<file path="src/hw/rx_dv_map.svh">
// Register map, reset values, field positions and timing constants
`ifndef RX_DV_MAP_SVH
`define RX_DV_MAP_SVH

`define ADDR_CFG 8'h00
`define ADDR_ON 8'h04
`define ADDR_OFF 8'h05
`define ADDR_WLO 8'h06
`define ADDR_WHI 8'h07
`define ADDR_STR 8'h08
`define ADDR_STAT 8'h09

`define CFG_RST 16'h0000
`define ON_RST 16'hfebf
`define OFF_RST 16'hf37f
`define WLO_RST 12'h000
`define WHI_RST 12'h001
`define STR_RST 6'h3f
`define STR_OFF 6'h3f
`define TMR_TOP 16'hffff

`define CFG_SLICER 15
`define CFG_CONT 5
`define CFG_SINGLE 6

`define SETTLE_US 2200
`define DETEN_US 2600
`define CLK_MHZ 250
`define SEQ_W 20

`define LAST_PERIOD 2'd2
`define HCNT_MAX 13'h1fff

`endif

</file>
<file path="src/hw/rx_dv_pkg.sv">
// Types shared by the data-valid detector and its window counter
package rx_dv_pkg;

    typedef enum logic [1:0] {
        DET_IDLE,
        DET_EVAL,
        DET_HOLD
    } det_state_t;

    typedef struct packed {
        logic prev;
        logic seen;
        logic [12:0] hcnt;
        logic [1:0] per;
        logic ok;
        logic busy;
        logic done;
    } win_state_t;

    typedef struct packed {
        logic [15:0] cfg;
        logic [15:0] on_per;
        logic [15:0] off_per;
        logic [11:0] wlo;
        logic [11:0] whi;
        logic [5:0] str_th;
        logic [15:0] rdata;
        logic rx_prev;
        logic [19:0] seq;
        logic settled;
        logic peak_en;
        logic pk_off;
        logic det_en;
        det_state_t dst;
        logic start;
        logic valid;
        logic done;
        logic str_ok;
        logic [15:0] tmr;
        logic poll_on;
    } top_state_t;

endpackage

</file>
<file path="src/hw/win_if.sv">
// Link between the detector control and the window counter
`timescale 1ns/1ps
`default_nettype none

interface win_if;
    logic data;
    logic tick;
    logic start;
    logic [11:0] lo;
    logic [11:0] hi;
    logic done;
    logic rate_ok;

    modport ctl (
        output data,
        output tick,
        output start,
        output lo,
        output hi,
        input done,
        input rate_ok
    );

    modport cnt (
        input data,
        input tick,
        input start,
        input lo,
        input hi,
        output done,
        output rate_ok
    );
endinterface

`default_nettype wire

</file>
<file path="src/hw/window_counter.sv">
// High-time window counter: three data periods per evaluation
`timescale 1ns/1ps
`default_nettype none
`include "rx_dv_map.svh"

module window_counter (
    input wire logic sys_clk,
    input wire logic resetn,
    win_if.cnt w
);
    rx_dv_pkg::win_state_t s;
    rx_dv_pkg::win_state_t n;

    function automatic logic in_win(
        input logic [12:0] h,
        input logic [12:0] lo,
        input logic [12:0] hi
    );
        in_win = (h >= lo) && (h <= hi);
    endfunction

    always_comb begin
        n = s;
        n.done = 1'b0;
        n.prev = w.data;
        if (w.start) begin
            n.busy = 1'b1;
            n.seen = 1'b0;
            n.per = 2'd0;
            n.ok = 1'b1;
            n.hcnt = 13'h0;
        end else if (s.busy) begin
            // A high phase already running at start is partial, so wait for a rise
            if (w.data && !s.prev) begin
                n.seen = 1'b1;
                n.hcnt = 13'h0;
            end else if (w.data && w.tick && s.hcnt != `HCNT_MAX) begin
                n.hcnt = s.hcnt + 13'd1;
            end
            if (!w.data && s.prev && s.seen) begin
                // Single or doubled high time both match for Manchester
                n.ok = s.ok && (in_win(s.hcnt, {1'b0, w.lo}, {1'b0, w.hi})
                    || in_win(s.hcnt, {w.lo, 1'b0}, {w.hi, 1'b0}));
                n.per = s.per + 2'd1;
                if (s.per == `LAST_PERIOD) begin
                    n.busy = 1'b0;
                    n.done = 1'b1;
                end
            end
        end
    end

    always_ff @(posedge sys_clk or negedge resetn) begin
        if (!resetn) begin
            s <= '0;
        end else begin
            s <= n;
        end
    end

    assign w.done = s.done;
    assign w.rate_ok = s.ok;
endmodule

`default_nettype wire

</file>
<file path="src/hw/rx_data_valid_detector.sv">
// Receiver slicer select, peak detector sequencing, data-valid detection
// Function
// - Allow fixed 2.2 ms offset settling after power-on or any RX/TX switch.
// - Config bit 15 picks slicer threshold: 0 integrator, 1 peak detectors; reset 0.
// - Peak detector outputs stay active whatever slicer source is chosen.
// - Peak detectors enabled only after the whole receive path is on.
// - Peak detectors off: positive output forced low, negative output forced high.
// - Valid data needs both the data-rate check and the strength check.
// - Config bits 5 and 6 choose continuous or single-shot detection.
// - Detection enable rises about 2.6 ms after receive starts; idle before.
// - On window-complete edge latch strength compare and combine with rate result.
// - Continuous mode is ready for the next evaluation after three data periods.
// - Data rate measured from high time; single or double high time accepted.
// - A rate decision spans three full data periods.
// - Window bounds reset to zero and one, meaning window counter inactive.
// - Strength bound resets to all ones, disabling the strength criterion.
// - Poll ON and OFF periods are 16 bits, counted up to overflow.
// - Poll ON period resets to 65215 and OFF period to 62335.
`timescale 1ns/1ps
`default_nettype none
`include "rx_dv_map.svh"

module rx_data_valid_detector #(
    parameter int OFFSET_SETTLE_CYC = `SETTLE_US * `CLK_MHZ,
    parameter int DETECT_EN_CYC = `DETEN_US * `CLK_MHZ
) (
    input wire logic sys_clk,
    input wire logic resetn,
    input wire logic [7:0] reg_addr,
    input wire logic [15:0] reg_wdata,
    input wire logic reg_wr,
    input wire logic reg_rd,
    output logic [15:0] reg_rdata,
    input wire logic rx_active,
    input wire logic rx_data,
    input wire logic xtal_quarter_tick,
    input wire logic [5:0] strength_code,
    input wire logic rc_tick,
    output logic slicer_peak_select,
    output logic offset_settled,
    output logic peak_det_enable,
    output logic pos_peak_force_low,
    output logic neg_peak_force_high,
    output logic detect_enable,
    output logic data_valid,
    output logic eval_done,
    output logic poll_on_phase
);
    localparam logic [19:0] SETTLE_N = 20'(OFFSET_SETTLE_CYC);
    localparam logic [19:0] DETEN_N = 20'(DETECT_EN_CYC);

    localparam rx_dv_pkg::top_state_t RST = '{
        cfg: `CFG_RST,
        on_per: `ON_RST,
        off_per: `OFF_RST,
        wlo: `WLO_RST,
        whi: `WHI_RST,
        str_th: `STR_RST,
        rdata: 16'h0000,
        rx_prev: 1'b0,
        seq: 20'h00000,
        settled: 1'b0,
        peak_en: 1'b0,
        pk_off: 1'b1,
        det_en: 1'b0,
        dst: rx_dv_pkg::DET_IDLE,
        start: 1'b0,
        valid: 1'b0,
        done: 1'b0,
        str_ok: 1'b0,
        tmr: `ON_RST,
        poll_on: 1'b1
    };

    rx_dv_pkg::top_state_t s;
    rx_dv_pkg::top_state_t n;

    win_if w ();

    window_counter window_counter_i (
        .sys_clk(sys_clk),
        .resetn(resetn),
        .w(w.cnt)
    );

    assign w.data = rx_data;
    assign w.tick = xtal_quarter_tick;
    assign w.start = s.start;
    assign w.lo = s.wlo;
    assign w.hi = s.whi;

    function automatic logic [15:0] reg_read(
        input logic [7:0] a,
        input rx_dv_pkg::top_state_t st
    );
        case (a)
            `ADDR_CFG: reg_read = st.cfg;
            `ADDR_ON: reg_read = st.on_per;
            `ADDR_OFF: reg_read = st.off_per;
            `ADDR_WLO: reg_read = {4'h0, st.wlo};
            `ADDR_WHI: reg_read = {4'h0, st.whi};
            `ADDR_STR: reg_read = {10'h000, st.str_th};
            `ADDR_STAT: reg_read = {8'h00, st.str_ok, st.valid, st.dst,
                st.det_en, st.peak_en, st.settled, st.poll_on};
            default: reg_read = 16'h0000;
        endcase
    endfunction

    logic mode_on;
    logic single;
    logic win_active;

    always_comb begin
        n = s;
        n.start = 1'b0;
        n.done = 1'b0;
        n.rdata = 16'h0000;
        mode_on = s.cfg[`CFG_CONT] | s.cfg[`CFG_SINGLE];
        single = s.cfg[`CFG_SINGLE];
        // Reset bounds mean the counter is parked; no evaluation starts
        win_active = !(s.wlo == `WLO_RST && s.whi == `WHI_RST);

        if (reg_wr) begin
            case (reg_addr)
                `ADDR_CFG: n.cfg = reg_wdata;
                `ADDR_ON: n.on_per = reg_wdata;
                `ADDR_OFF: n.off_per = reg_wdata;
                `ADDR_WLO: n.wlo = reg_wdata[11:0];
                `ADDR_WHI: n.whi = reg_wdata[11:0];
                `ADDR_STR: n.str_ok = s.str_ok;
                default: n.cfg = s.cfg;
            endcase
            if (reg_addr == `ADDR_STR) begin
                n.str_th = reg_wdata[5:0];
            end
        end
        if (reg_rd) begin
            n.rdata = reg_read(reg_addr, s);
        end

        // Any receive/transmit switch restarts the settling clock
        n.rx_prev = rx_active;
        if (rx_active != s.rx_prev) begin
            n.seq = 20'h00000;
        end else if (s.seq < DETEN_N) begin
            n.seq = s.seq + 20'd1;
        end
        // Judge the cleared count, so a switch never leaves one stale settled cycle
        n.settled = (n.seq >= SETTLE_N);
        // Peak detectors run regardless of the slicer choice
        n.peak_en = rx_active && (n.seq >= SETTLE_N);
        n.pk_off = !n.peak_en;
        n.det_en = rx_active && (n.seq >= DETEN_N);

        case (s.dst)
            rx_dv_pkg::DET_IDLE: begin
                if (s.det_en && mode_on && win_active) begin
                    n.start = 1'b1;
                    n.dst = rx_dv_pkg::DET_EVAL;
                end
            end
            rx_dv_pkg::DET_EVAL: begin
                if (w.done) begin
                    n.str_ok = (s.str_th == `STR_OFF)
                        || (strength_code >= s.str_th);
                    n.valid = w.rate_ok && n.str_ok;
                    n.done = 1'b1;
                    if (single) begin
                        n.dst = rx_dv_pkg::DET_HOLD;
                    end else begin
                        n.start = 1'b1;
                    end
                end
            end
            rx_dv_pkg::DET_HOLD: begin
                n.dst = rx_dv_pkg::DET_HOLD;
            end
            default: begin
                n.dst = rx_dv_pkg::DET_IDLE;
            end
        endcase
        // A config write re-arms single shot; losing enable drops the result
        if (reg_wr && reg_addr == `ADDR_CFG) begin
            n.dst = rx_dv_pkg::DET_IDLE;
            n.start = 1'b0;
        end
        if (!s.det_en) begin
            n.dst = rx_dv_pkg::DET_IDLE;
            n.start = 1'b0;
            n.valid = 1'b0;
        end

        // Poll timer counts up from the loaded period to overflow
        if (rc_tick) begin
            if (s.tmr == `TMR_TOP) begin
                n.poll_on = !s.poll_on;
                n.tmr = s.poll_on ? s.off_per : s.on_per;
            end else begin
                n.tmr = s.tmr + 16'd1;
            end
        end
    end

    always_ff @(posedge sys_clk or negedge resetn) begin
        if (!resetn) begin
            s <= RST;
        end else begin
            s <= n;
        end
    end

    assign reg_rdata = s.rdata;
    assign slicer_peak_select = s.cfg[`CFG_SLICER];
    assign offset_settled = s.settled;
    assign peak_det_enable = s.peak_en;
    assign pos_peak_force_low = s.pk_off;
    assign neg_peak_force_high = s.pk_off;
    assign detect_enable = s.det_en;
    assign data_valid = s.valid;
    assign eval_done = s.done;
    assign poll_on_phase = s.poll_on;
endmodule

`default_nettype wire

</file>
<file path="config.mk">
export PLATFORM = sky130hd
export DESIGN_NAME = rx_data_valid_detector
export DESIGN_NICKNAME = d
export VERILOG_FILES = /design/src/hw/rx_dv_pkg.sv /design/src/hw/win_if.sv /design/src/hw/window_counter.sv /design/src/hw/rx_data_valid_detector.sv
export VERILOG_INCLUDE_DIRS = /design/src /design/src/hw
export SDC_FILE = /design/constraint.sdc
export NUM_CORES = 1
export LEC_CHECK = 0
export ABC_AREA = 1
export BUFFER_PORTS_ARGS = -buffer_cell sky130_fd_sc_hd__buf_2
export CORE_MARGIN = 2
export CORE_UTILIZATION = 55
export DETAILED_ROUTE_END_ITERATION = 16
export GPL_TIMING_DRIVEN = 1
export PLACE_DENSITY = 0.82
export SLEW_MARGIN = 20
export SYNTH_ARGS = -nofsm -noshare
export SYNTH_HDL_FRONTEND = slang
export SYNTH_SLANG_ARGS = --single-unit
</file>
<file path="constraint.sdc">
create_clock -name sys_clk -period 2.6 [get_ports sys_clk]
set_clock_uncertainty 0.2 [all_clocks]
set_input_delay 0.52 -clock sys_clk [delete_from_list [all_inputs] [get_ports sys_clk]]
set_output_delay 0.52 -clock sys_clk [all_outputs]
set_load 0.01 [all_outputs]
</file>
### Word level (Yosys, flattened, before mapping)

Cells that the tools add are included.

| storage, ports and cells | value |
|---|---|
| output and inout bits | 25 |
| word-level logic and storage cells | 124 |
| bits in registers | 162 |

| cells by class | value |
|---|---|
| order comparisons | 8 |
| bitwise logic cells | 1 |
| equal/unequal tests | 19 |
| muxes and demuxes | 23 |
| add/sub/neg operators | 4 |
| reduce and logical (&&, ||, !) cells | 42 |

Operator list:

| cell | count |
|---|---|
| one-hot mux 16 bit (7 select lines) | 1 |
| two-way mux 16 bit | 3 |
| greater-or-equal comparator 20 bit, second input constant | 2 |
| two-way mux 20 bit | 2 |
| equality test 8 x 3 -> 1 bit, second input constant | 4 |
| two-way mux 13 bit | 2 |
| AND reduction 2 bit | 12 |
| adder 20 x 1 -> 20 bit, second input constant | 1 |
| less-than comparator 20 bit, second input constant | 1 |
| two-way mux 19 bit | 1 |
| two-way mux 18 bit | 1 |
| adder 16 x 1 -> 16 bit, second input constant | 1 |
| equality test 16 bit, second input constant | 1 |
| equality test 8 x 4 -> 1 bit, second input constant | 2 |
| logical AND 1 bit | 15 |
| adder 13 x 1 -> 13 bit, second input constant | 1 |
| greater-or-equal comparator 13 x 12 -> 1 bit | 1 |
| greater-or-equal comparator 13 bit | 1 |
| <= comparator 13 x 12 -> 1 bit | 1 |
| <= comparator 13 bit | 1 |
| inequality test 13 bit, second input constant | 1 |
| equality test 12 x 1 -> 1 bit, second input constant | 1 |
| zero test 12 bit | 1 |
| two-way mux 3 bit | 3 |
| other kinds (24) | 37 |

### Depth between registers and ports, before layout

Gate-level depths: netlist of the first run.

| depth | value |
|---|---|
| depth after elaboration | 8 |
| depth in mapped cells | 18 |

### Modules after synthesis

From an unflattened synthesis of the first run, not the netlist that was laid out.

| second synthesis, totals | value |
|---|---|
| cells, all modules | 1337 |
| area, all modules | 10005.8 um^2 |

Modules (own cells, without submodules):

| module | cells each | instances | area an instance (um^2) | sequential area each (um^2) |
|---|---|---|---|---|
| rx_data_valid_detector | 975 | 1 | 7603.5 | 3616.0 |
| window_counter | 362 | 1 | 2402.3 | 500.5 |

### Worst setup path after synthesis of the first run

Ideal clock, no wire load.

| path | value |
|---|---|
| kind | reg-to-reg |
| from | register s[3] (netlist bit) |
| to | register s[16] (netlist bit) |
| stages on the path, launching flop included | 11 |
| setup slack | 0.531 ns |
| clock period less this slack | 2.069 ns |
| data arrival time | 1.787 ns |
| setup time | 0.082 ns |
| cell sequence | dfstp_2 > inv_1 > nor3_1 > nand3_1 > nor2_1 > nand3_1 > nor2_1 > nand2_1 > xor2_1 > nand2_1 > a22oi_1 |

| between the ends | value |
|---|---|
| word-level cells in the longest chain between the ends | 2 |

RTL lines:

| item | RTL line | text |
|---|---|---|
| start: declaration | rx_data_valid_detector.sv:75 | `rx_dv_pkg::top_state_t s;` |
| start signal: assignment | rx_data_valid_detector.sv:208 | `s <= n;` |
| adder 16 x 1 -> 16 bit / equality test 16 bit (equally long branches) | - |  |
| two-way mux 16 bit (*) | rx_data_valid_detector.sv:195 | `` if (s.tmr == `TMR_TOP) begin `` |

Every way passes the cells marked *; elsewhere a longest branch is shown, timed or not.
A chain may end at the register's enable or synchronous reset.

### Final worst setup path of the first run

| path | value |
|---|---|
| from | register s[2] (netlist bit) |
| to | register s[15] (netlist bit) |

Same word-level chain as after synthesis.

==> reports/metrics.cfg, run 1 <==
[run_status]
status=completed

[power]
p_clk_share_pct=42.1
combPwrFrac_pct=15.4
seq_power_share_pct=42.5
power_density_nw_per_um2=623
fin_total_pwr_mw=6.86
power.switching_mw=1.90
p_int_mw=4.96
ir_drop_mv=0.522
swShare_pct=27.7
leakage_nw=5.32

[floorplan]
die_w_um=137
start_util_pct=56.4
row_count=48
die_area_um2=18900
core_area_um2=17400
die_y_um=137
io_pins=63

[clock_network]
cts_buffers=17
clkSinkCount=162
clk_pin_slew_worst_paths_ns=0.06
h-tree-depth=4
cts_buffer_depth=2
clock-root-buffer=clkbuf_16
cts_tree=yes
post_cts_buffers=0
clk_latency_ns=0.44

[sta]
rsz0062_at_grt=false
setup_slack_ns=0.214
finalSetupTns_ns=0
setup_viol=0
fin_crit_sh_pct=91.8
max_freq_ghz=0.419
slew-limit-headroom_pct=28.7
tightest_slew_ns=1.06
fin_crit_ns=2.39
hold_viol=0
final_max_slew_viol_count=0

[synth]
yosysWarnings=0
syn-num-nets=1361
netlist_instances=1265
synth_top_area_cell=dfrtp_1
synth_top_family_by_area=simple AND/OR/NAND/NOR gates
synthMuxAreaShare_pct=0.614
synth.avg_cell_area_um2=7.74
yosysSeqAreaShare_pct=42.1
synth-simple-area-share_pct=25.3
synth_top_area_share_pct=28.6
synth-edff-count=0
synth_xor_area_share_pct=1.79
netlist_top_cells_count=nand2_1, inv_1, o21ai_0
ys_ff_latch=162
synthesis.area_um2=9790
synth_cell_types=57
synth_ff_type=dfrtp_1
synth_area_leaders=dfrtp_1, dfstp_2, nand2_1, ha_1, o21ai_0
ys_async_sr_fraction_pct=100
synth_compound_area_share_pct=13.4
synth-adder-area-share_pct=7.41
synth_most_common_cell=nand2_1

[detailed_routing]
dr.pass1.iters=6
drtIter0Drc=784
wire_per_inst_um=16.5
ant_nets=0
num_vias=8834
wl_um=25800
vias_per_cell=5.64
drc=0

[layout]
nFillCells=1457
final_nets=1425
synthToLayoutAreaGrowth_pct=12.5
diodes=0
drive_gt1_share_pct=15.1

[place]
io_buffers=62
dp_hpwl_um=18800
globalplace.congestion=0.944
pre_cts_slack_ns=0.120

[worst_hold_path]
hold_depth=1
holdCritPathClass=primary input to flop

[run]
cap_violations=0

[setup_path]
cp-start-kind=flop
worstRegToRegCells=9
cp_data_arrival_time_ns=2.54
crit_path_max_fanout=4
endpoint_kind=flop
critPathRequiredTime_ns=2.76
path_class=flop to flop

[grt]
grt_overflow=0
antenna_found_initial=1
grt_pass1_vias=8341
grt_start_max_net_pins=59
track_usage_pct=28.7
grt_first_pass_wirelength_um=41600

==> timing repair <==
| item | in CTS | in global routing |
|---|---|---|
| resized for setup | 0 | 1 |
| setup endpoints to repair | 0 | 1 |
| hold buffers | 1 | 0 |
| endpoints found under the hold margin | 41 | 0 |
==> critical path, stage by stage, from the launching register on <==
cell and delay, ns:
dfstp_2 0.54, ha_1 0.18, nand2_1 0.10, nor3_2 0.22, nand3_1 0.15, nor2_1 0.20, nand4_1 0.16, nor2_2 0.21
nand2_1 0.15, o211ai_1 0.21
==> placed cells by master (no fill, tap or decap), types with 4 or more instances in the layout <==
| master | n |
|---|---|
| nor2_2 | 8 |
| nor2_1 | 97 |
| o22ai_1 | 12 |
| a21oi_1 | 51 |
| buf_2 | 61 |
| o21ai_0 | 128 |
| a221oi_1 | 7 |
| o211ai_1 | 6 |
| xor2_1 | 18 |
| ha_1 | 58 |
| nand3_1 | 58 |
| mux2i_1 | 6 |
| buf_4 | 24 |
| nor4_1 | 5 |
| nand2_1 | 335 |
| nand4_1 | 20 |
| dfrtp_1 | 112 |
| a41oi_1 | 4 |
| bufinv_16 | 6 |
| clkbuf_16 | 17 |
| nand2_2 | 5 |
| clkinvlp_4 | 4 |
| dfstp_2 | 50 |
| inv_1 | 165 |
| nor3_1 | 20 |
| nand2_4 | 6 |
| a31oi_1 | 6 |
==> path summary, 6_finish.rpt <==
path | start | to | slack (ns)
setup / recovery | s[2] | s[15] | 0.21
hold / removal | rx_data | window_counter_i.s[19] | 0.03
setup reg to reg | s[2] | s[15] | 0.21
hold reg to reg | s[128] | s[128] | 0.29
max in group asynchronous | resetn | w.hi[0] | 1.02
min in group asynchronous | resetn | s[138] | 0.44
==> power by group through the flow <==
stage	Clock, mW	Combinational, mW	Sequential, mW
final	2.89	1.05	2.91
after global routing	3.03	1.20	2.93
after CTS	2.91	1.04	2.90
after detailed placement	0	1.03	2.94
after global placement	0	0.989	2.94
after floorplan	0	0.714	2.90
==> layout make-up <==
class                      instances  area [um^2]  share of cell area (%)
timing repair buffer              89          547                    4.96
sequential                       162         4120                    37.4
inverter                         168          633                    5.75
tap                              225          282                    2.56
clock inverter                    15          254                    2.31
clock buffer                      17          425                    3.86
multi-input combinational        891         4760                    43.2
==> metal layers <==
layer	up-vias	GRT usage (%)	share of wire (%)
met5	-	0	0.050
li1	4268	-	-
met1	4138	39.5	44
met3	40	6.51	8.2
met4	2	7.96	1.6
met2	386	45.8	46
==> registers in the layout, summed over array words and instances, names as in the netlist, 12 cells and up <==
signal,flops
w.hi,12
window_counter_i.s,18
s,93
reg_rdata,16
w.lo,12
==> cell families (layout without fill, tap and decap cells) <==
logic type                 Yosys count  in the layout
AOI/OAI and AO/OA                  234            234
DFF                                162            162
muxes                                6              6
buffers and inverters              212            289
adders and majority gates           58             58
and+or+nand+nor                    573            573
xor gates and xnor gates            20             20
==> stage by stage <==
step           util, %  cells  cell area [um^2]  hold slack (ns)
5_1_grt           63.5   1567             11000           0.0222
4_1_cts           63.4   1567             11000           0.0172
3_5_place_dp      59.5   1534             10300            0.269
2_1_floorplan        -   1265              9790           0.0244
6_report          63.5   1567             11000           0.0272
3_3_place_gp      59.5   1534             10300            0.263
Power figures use the tool's default switching activity.
==> inputs of run 2 (changes only) <==
--- a/config.mk
+++ b/config.mk
@@ -8,11 +8,13 @@
 export LEC_CHECK = 0
 export ABC_AREA = 1
 export BUFFER_PORTS_ARGS = -buffer_cell sky130_fd_sc_hd__buf_2
+export CELL_PAD_IN_SITES_DETAIL_PLACEMENT = 0
+export CELL_PAD_IN_SITES_GLOBAL_PLACEMENT = 1
 export CORE_MARGIN = 2
-export CORE_UTILIZATION = 55
+export CORE_UTILIZATION = 46
 export DETAILED_ROUTE_END_ITERATION = 16
 export GPL_TIMING_DRIVEN = 1
-export PLACE_DENSITY = 0.82
+export PLACE_DENSITY = 0.9
 export SLEW_MARGIN = 20
 export SYNTH_ARGS = -nofsm -noshare
 export SYNTH_HDL_FRONTEND = slang
==> run 2 against run 1 <==
Die area rose by 19%. Routed wire length fell by 1.3%. Core utilization fell by 11 points. Cell count rose by 3.4%.
==> reports/metrics.cfg, run 2 (same netlist as run 1, synthesis figures left out) <==
[detailed_routing]
ant_nets=0
wl_um=25500
drc=0
num_vias=8591
drtIter0Drc=600
vias_per_cell=5.30
dr.pass1.iters=5
wire_per_inst_um=15.7

[sta]
max_freq_ghz=0.420
tightest_slew_ns=0.502
hold_viol=0
final_max_slew_viol_count=0
rsz0062_at_grt=false
slew-limit-headroom_pct=65.7
fin_crit_ns=2.38
finalSetupTns_ns=0
fin_crit_sh_pct=91.6
setup_viol=0

[floorplan]
die_y_um=150
row_count=53
core_area_um2=21000
die_area_um2=22500
start_util_pct=46.7
die_w_um=150
io_pins=63

[grt]
grt_start_max_net_pins=63
grt_overflow=0
grt_first_pass_wirelength_um=41200
antenna_found_initial=1
grt_pass1_vias=8179
track_usage_pct=23.5

[clock_network]
clock-root-buffer=clkbuf_16
clk_latency_ns=0.43
postCtsResizedCells=0
cts_hold_buf=1
cts_buffers=17
post_cts_buffers=0
clkSinkCount=162
h-tree-depth=4
cts_tree=yes
clk_pin_slew_worst_paths_ns=0.06
cts_buffer_depth=2

[setup_path]
crit_path_max_fanout=4
worstRegToRegCells=9
critPathRequiredTime_ns=2.74
r2r-end=s[11]
cp-start-kind=flop
cp_data_arrival_time_ns=2.52
endpoint_kind=flop
r2r_start=s[1]
path_class=flop to flop
rrSetupSlack_ns=0.22

[run]
cap_violations=0

[layout]
final_nets=1427
final_util_pct=52.7
largest_register_ffs=93
synthToLayoutAreaGrowth_pct=12.9
regMostFlops=s
drive_gt1_share_pct=15.0
mostFrequentLayoutCell=nand2_1
layout_common_cells=nand2_1, inv_1, o21ai_0

[power]
power_density_nw_per_um2=603
ir_drop_mv=0.436
fin_total_pwr_mw=6.67
leakage_nw=5.33

[place]
globalplace.congestion=0.887
io_buffers=62
dp_hpwl_um=19300

[worst_hold_path]
hold_start=rx_data
holdCritPathClass=primary input to flop
worstHoldEndpoint=window_counter_i.s[19]
hold_depth=1

[run_status]
status=completed

[run 2: cell types whose count changed in the layout (fill, tap and decap cells not counted), moves of 2 or more]
cell	change
inv_6	-3
clkbuf_8	+4
clkinvlp_4	-3
bufinv_16	-2
buf_4	+2
clkbuf_1	+2
clkinv_2	+3
[run 2: where the power goes]
group	switching (mW)	total, mW	internal [mW]
registers	0.160	2.90	2.74
logic	0.651	1.05	0.401
clock network	1.00	2.71	1.71
[run 2: cell type report]
| class | count | area [um^2] |
|---|---|---|
| Antenna cell | 1 | 2.50 |
| Clock buffer | 23 | 488 |
| Clock inverter | 9 | 151 |
| Fill cell | 2069 | 9900 |
| Inverter | 168 | 633 |
| Multi-Input combinational cell | 891 | 4750 |
| Sequential cell | 162 | 4120 |
| Tap cell | 275 | 344 |
| Timing Repair Buffer | 91 | 562 |
[run 2: worst max path at each step]
stage                           start             endpoint  depth (start not counted)
after floorplan                  s[3]                s[16]                         10
after global placement    reg_addr[7]         reg_rdata[5]                         11
after detailed placement  reg_addr[7]         reg_rdata[5]                         11
after CTS                        s[1]                s[11]                          9
after global routing            s[28]  neg_peak_force_high                         16
final                            s[1]                s[11]                          9
[run 2: worst max-delay path: stages (launching register included)]
cell	delay, ns
dfstp_2	0.53
ha_1	0.18
nand2_1	0.11
nor3_2	0.22
nand3_1	0.14
nor2_1	0.19
nand4_1	0.12
nor2_1	0.25
nand2_1	0.17
o21ai_0	0.20
[run 2: routing by layer]
metal	vias up	share of wire (%)	GRT usage [%]	routed length, um
met4	0	2.4	8.30	602
met2	247	45	36.1	11400
li1	4263	-	-	-
met1	4038	47	33.8	12000
met3	43	5.7	3.45	1450
met5	-	0	0	0
[run 2: per-stage QoR]
stage	hold WS, ns	setup WS (ns)	cell area (um^2)	cells
finish	0.0397	0.219	11100	1620
detailed placement	0.268	0.210	10400	1586
CTS	0.0234	0.235	11000	1619
floorplan	0.0244	0.531	9790	1265
global placement	0.265	0.206	10400	1586
global route	0.0437	0.0196	11100	1620
==> inputs of run 3 (changes only) <==
--- a/config.mk
+++ b/config.mk
@@ -15,6 +15,7 @@
 export DETAILED_ROUTE_END_ITERATION = 16
 export GPL_TIMING_DRIVEN = 1
 export PLACE_DENSITY = 0.9
+export RECOVER_POWER = 100
 export SLEW_MARGIN = 20
 export SYNTH_ARGS = -nofsm -noshare
 export SYNTH_HDL_FRONTEND = slang
==> run 3 against run 2 <==
Sequential share of layout area rose by 0.38 points. Critical path depth fell by 1. Routed wire length up 0.18%. Critical path type is now primary input to flop. Highest routed layer unchanged.
==> reports/metrics.cfg, run 3 (same netlist as run 1, synthesis figures left out) <==
[detailed_routing]
wire_per_inst_um=15.8
dr.pass1.iters=6
vias_per_cell=5.31
wl_um=25500
ant_nets=0
num_vias=8603
drtIter0Drc=577
drc=0

[sta]
setup_viol=0
final_max_slew_viol_count=0
setup_slack_ns=0.227
hold_viol=0
fin_crit_sh_pct=91.3
rsz0062_at_grt=false
holdWs_ns=0.0583
fin_crit_ns=2.37
slew-limit-headroom_pct=27.8
finalSetupTns_ns=0
tightest_slew_ns=1.08
max_freq_ghz=0.421

[floorplan]
die_y_um=150
row_count=53
core_area_um2=21000
die_area_um2=22500
die_w_um=150
start_util_pct=46.7
io_pins=63

[grt]
gr-max-usage-layer=met2
grt_overflow=0
grtUsageMet2_pct=36.1
met1_usage_pct=33.8
antenna_found_initial=1
track_usage_pct=23.5
grt_first_pass_wirelength_um=41200
grt_start_max_net_pins=63
grt_pass1_vias=8179
gr-usage-met3_pct=3.45

[layout]
layout_common_cells=nand2_1, inv_1, o21ai_0
drive_gt1_share_pct=12.0
nFillCells=2103
mostFrequentLayoutCell=nand2_1
synthToLayoutAreaGrowth_pct=11.8
regMostFlops=s
final_nets=1427
largest_register_ffs=93

[setup_path]
rrSetupSlack_ns=0.23
cp.depth=8
critPathRequiredTime_ns=2.73
cp_data_arrival_time_ns=2.50
slowest_stage=clkbuf_1
r2r-end=s[11]
endpoint=s[103]
path_class=primary input to flop
cp-start-kind=primary input
cp_num_buf_inv=4
r2r_start=s[1]
endpoint_kind=flop
crit_path_max_fanout=32
cp_cell_sequence=clkbuf_2 -> inv_1 -> nand2_1 -> nor3_2 -> clkbuf_1 -> nand2_1 -> clkbuf_2 -> o21ai_0
worstRegToRegCells=9
startpoint=reg_addr[3]
critPathTopFamily=buffers and inverters
crit_path_max_incr_delay_ns=0.67

[clock_network]
cts_tree=yes
clkSinkCount=162
cts_buffers=17
postCtsResizedCells=0
clk_latency_ns=0.43
cts_buffer_depth=2
clock-root-buffer=clkbuf_16
clk_pin_slew_worst_paths_ns=0.06
h-tree-depth=4

[place]
io_buffers=62
pre_cts_slack_ns=0.210
dp_hpwl_um=19300
globalplace.congestion=0.887

[power]
seq_power_share_pct=43.6
power_density_nw_per_um2=610
swShare_pct=27.3
ir_drop_mv=0.434
leakage_nw=5.18
power.switching_mw=1.82
p_int_mw=4.84
p_clk_share_pct=40.8
combPwrFrac_pct=15.7

[worst_hold_path]
holdCritPathClass=primary input to flop

[run]
cap_violations=0

[run_status]
status=completed

-- run 3: power by group through the flow --
stage          Combinational, mW  Sequential [mW]  Clock, mW
3_3_place_gp                1.01             2.94          0
3_5_place_dp                1.04             2.94          0
4_1_cts                     1.05             2.90       2.76
6_report                    1.04             2.90       2.72
5_1_grt                     1.19             2.93       2.85
2_1_floorplan              0.714             2.90          0
-- run 3: final cells by class --
| class | instances | area (um^2) | share of cell area [%] |
|---|---|---|---|
| clock inverter | 9 | 151 | 1.38 |
| multi-input combinational | 891 | 4730 | 43.3 |
| tap | 275 | 344 | 3.15 |
| sequential | 162 | 4120 | 37.6 |
| antenna | 1 | 2.50 | 0.0229 |
| clock buffer | 23 | 488 | 4.46 |
| timing repair buffer | 91 | 472 | 4.31 |
| inverter | 168 | 633 | 5.79 |
-- run 3: stage by stage --
stage                     power, mW  area, um^2  util, %  instances
after floorplan                3.61        9790        -       1265
after global placement         3.95       10400     49.6       1586
after detailed placement       3.99       10400     49.6       1586
after CTS                      6.72       11000     52.7       1619
after global routing           6.97       10900     52.2       1620
final                          6.67       10900     52.2       1620
-- run 3: metal layers --
metal | up-vias | routed length, um | part of all wire, %
met4 | 0 | 565 | 2.2
met1 | 4055 | 12200 | 48
met3 | 44 | 1410 | 5.5
li1 | 4259 | - | -
met5 | - | 0 | 0
met2 | 245 | 11400 | 45
-- run 3: repair_timing --
action / in CTS / in global routing
hold buffers: 1 / 0
setup buffers: 0 / 0
endpoints found under the hold margin: 29 / 0
-- run 3: worst min path at each step --
stage | startpoint | end | slack (ns) | depth (start not counted)
6_report | rx_data | window_counter_i.s[19] | 0.06 | 1
5_1_grt | rx_data | window_counter_i.s[19] | 0.07 | 1
4_1_cts | rx_data | window_counter_i.s[19] | 0.02 | 1
3_5_place_dp | resetn | s[9] | 0.27 | 1
3_3_place_gp | resetn | s[9] | 0.27 | 1
2_1_floorplan | resetn | data_valid | 0.02 | 0
-- run 3: worst reg2reg max path: stages (launching register included) --
cell and delay, ns:
dfstp_2 0.53, ha_1 0.18, nand2_1 0.11, nor3_2 0.22, nand3_1 0.14, nor2_1 0.18
nand4_1 0.12, nor2_1 0.25, nand2_1 0.17, o21ai_0 0.20
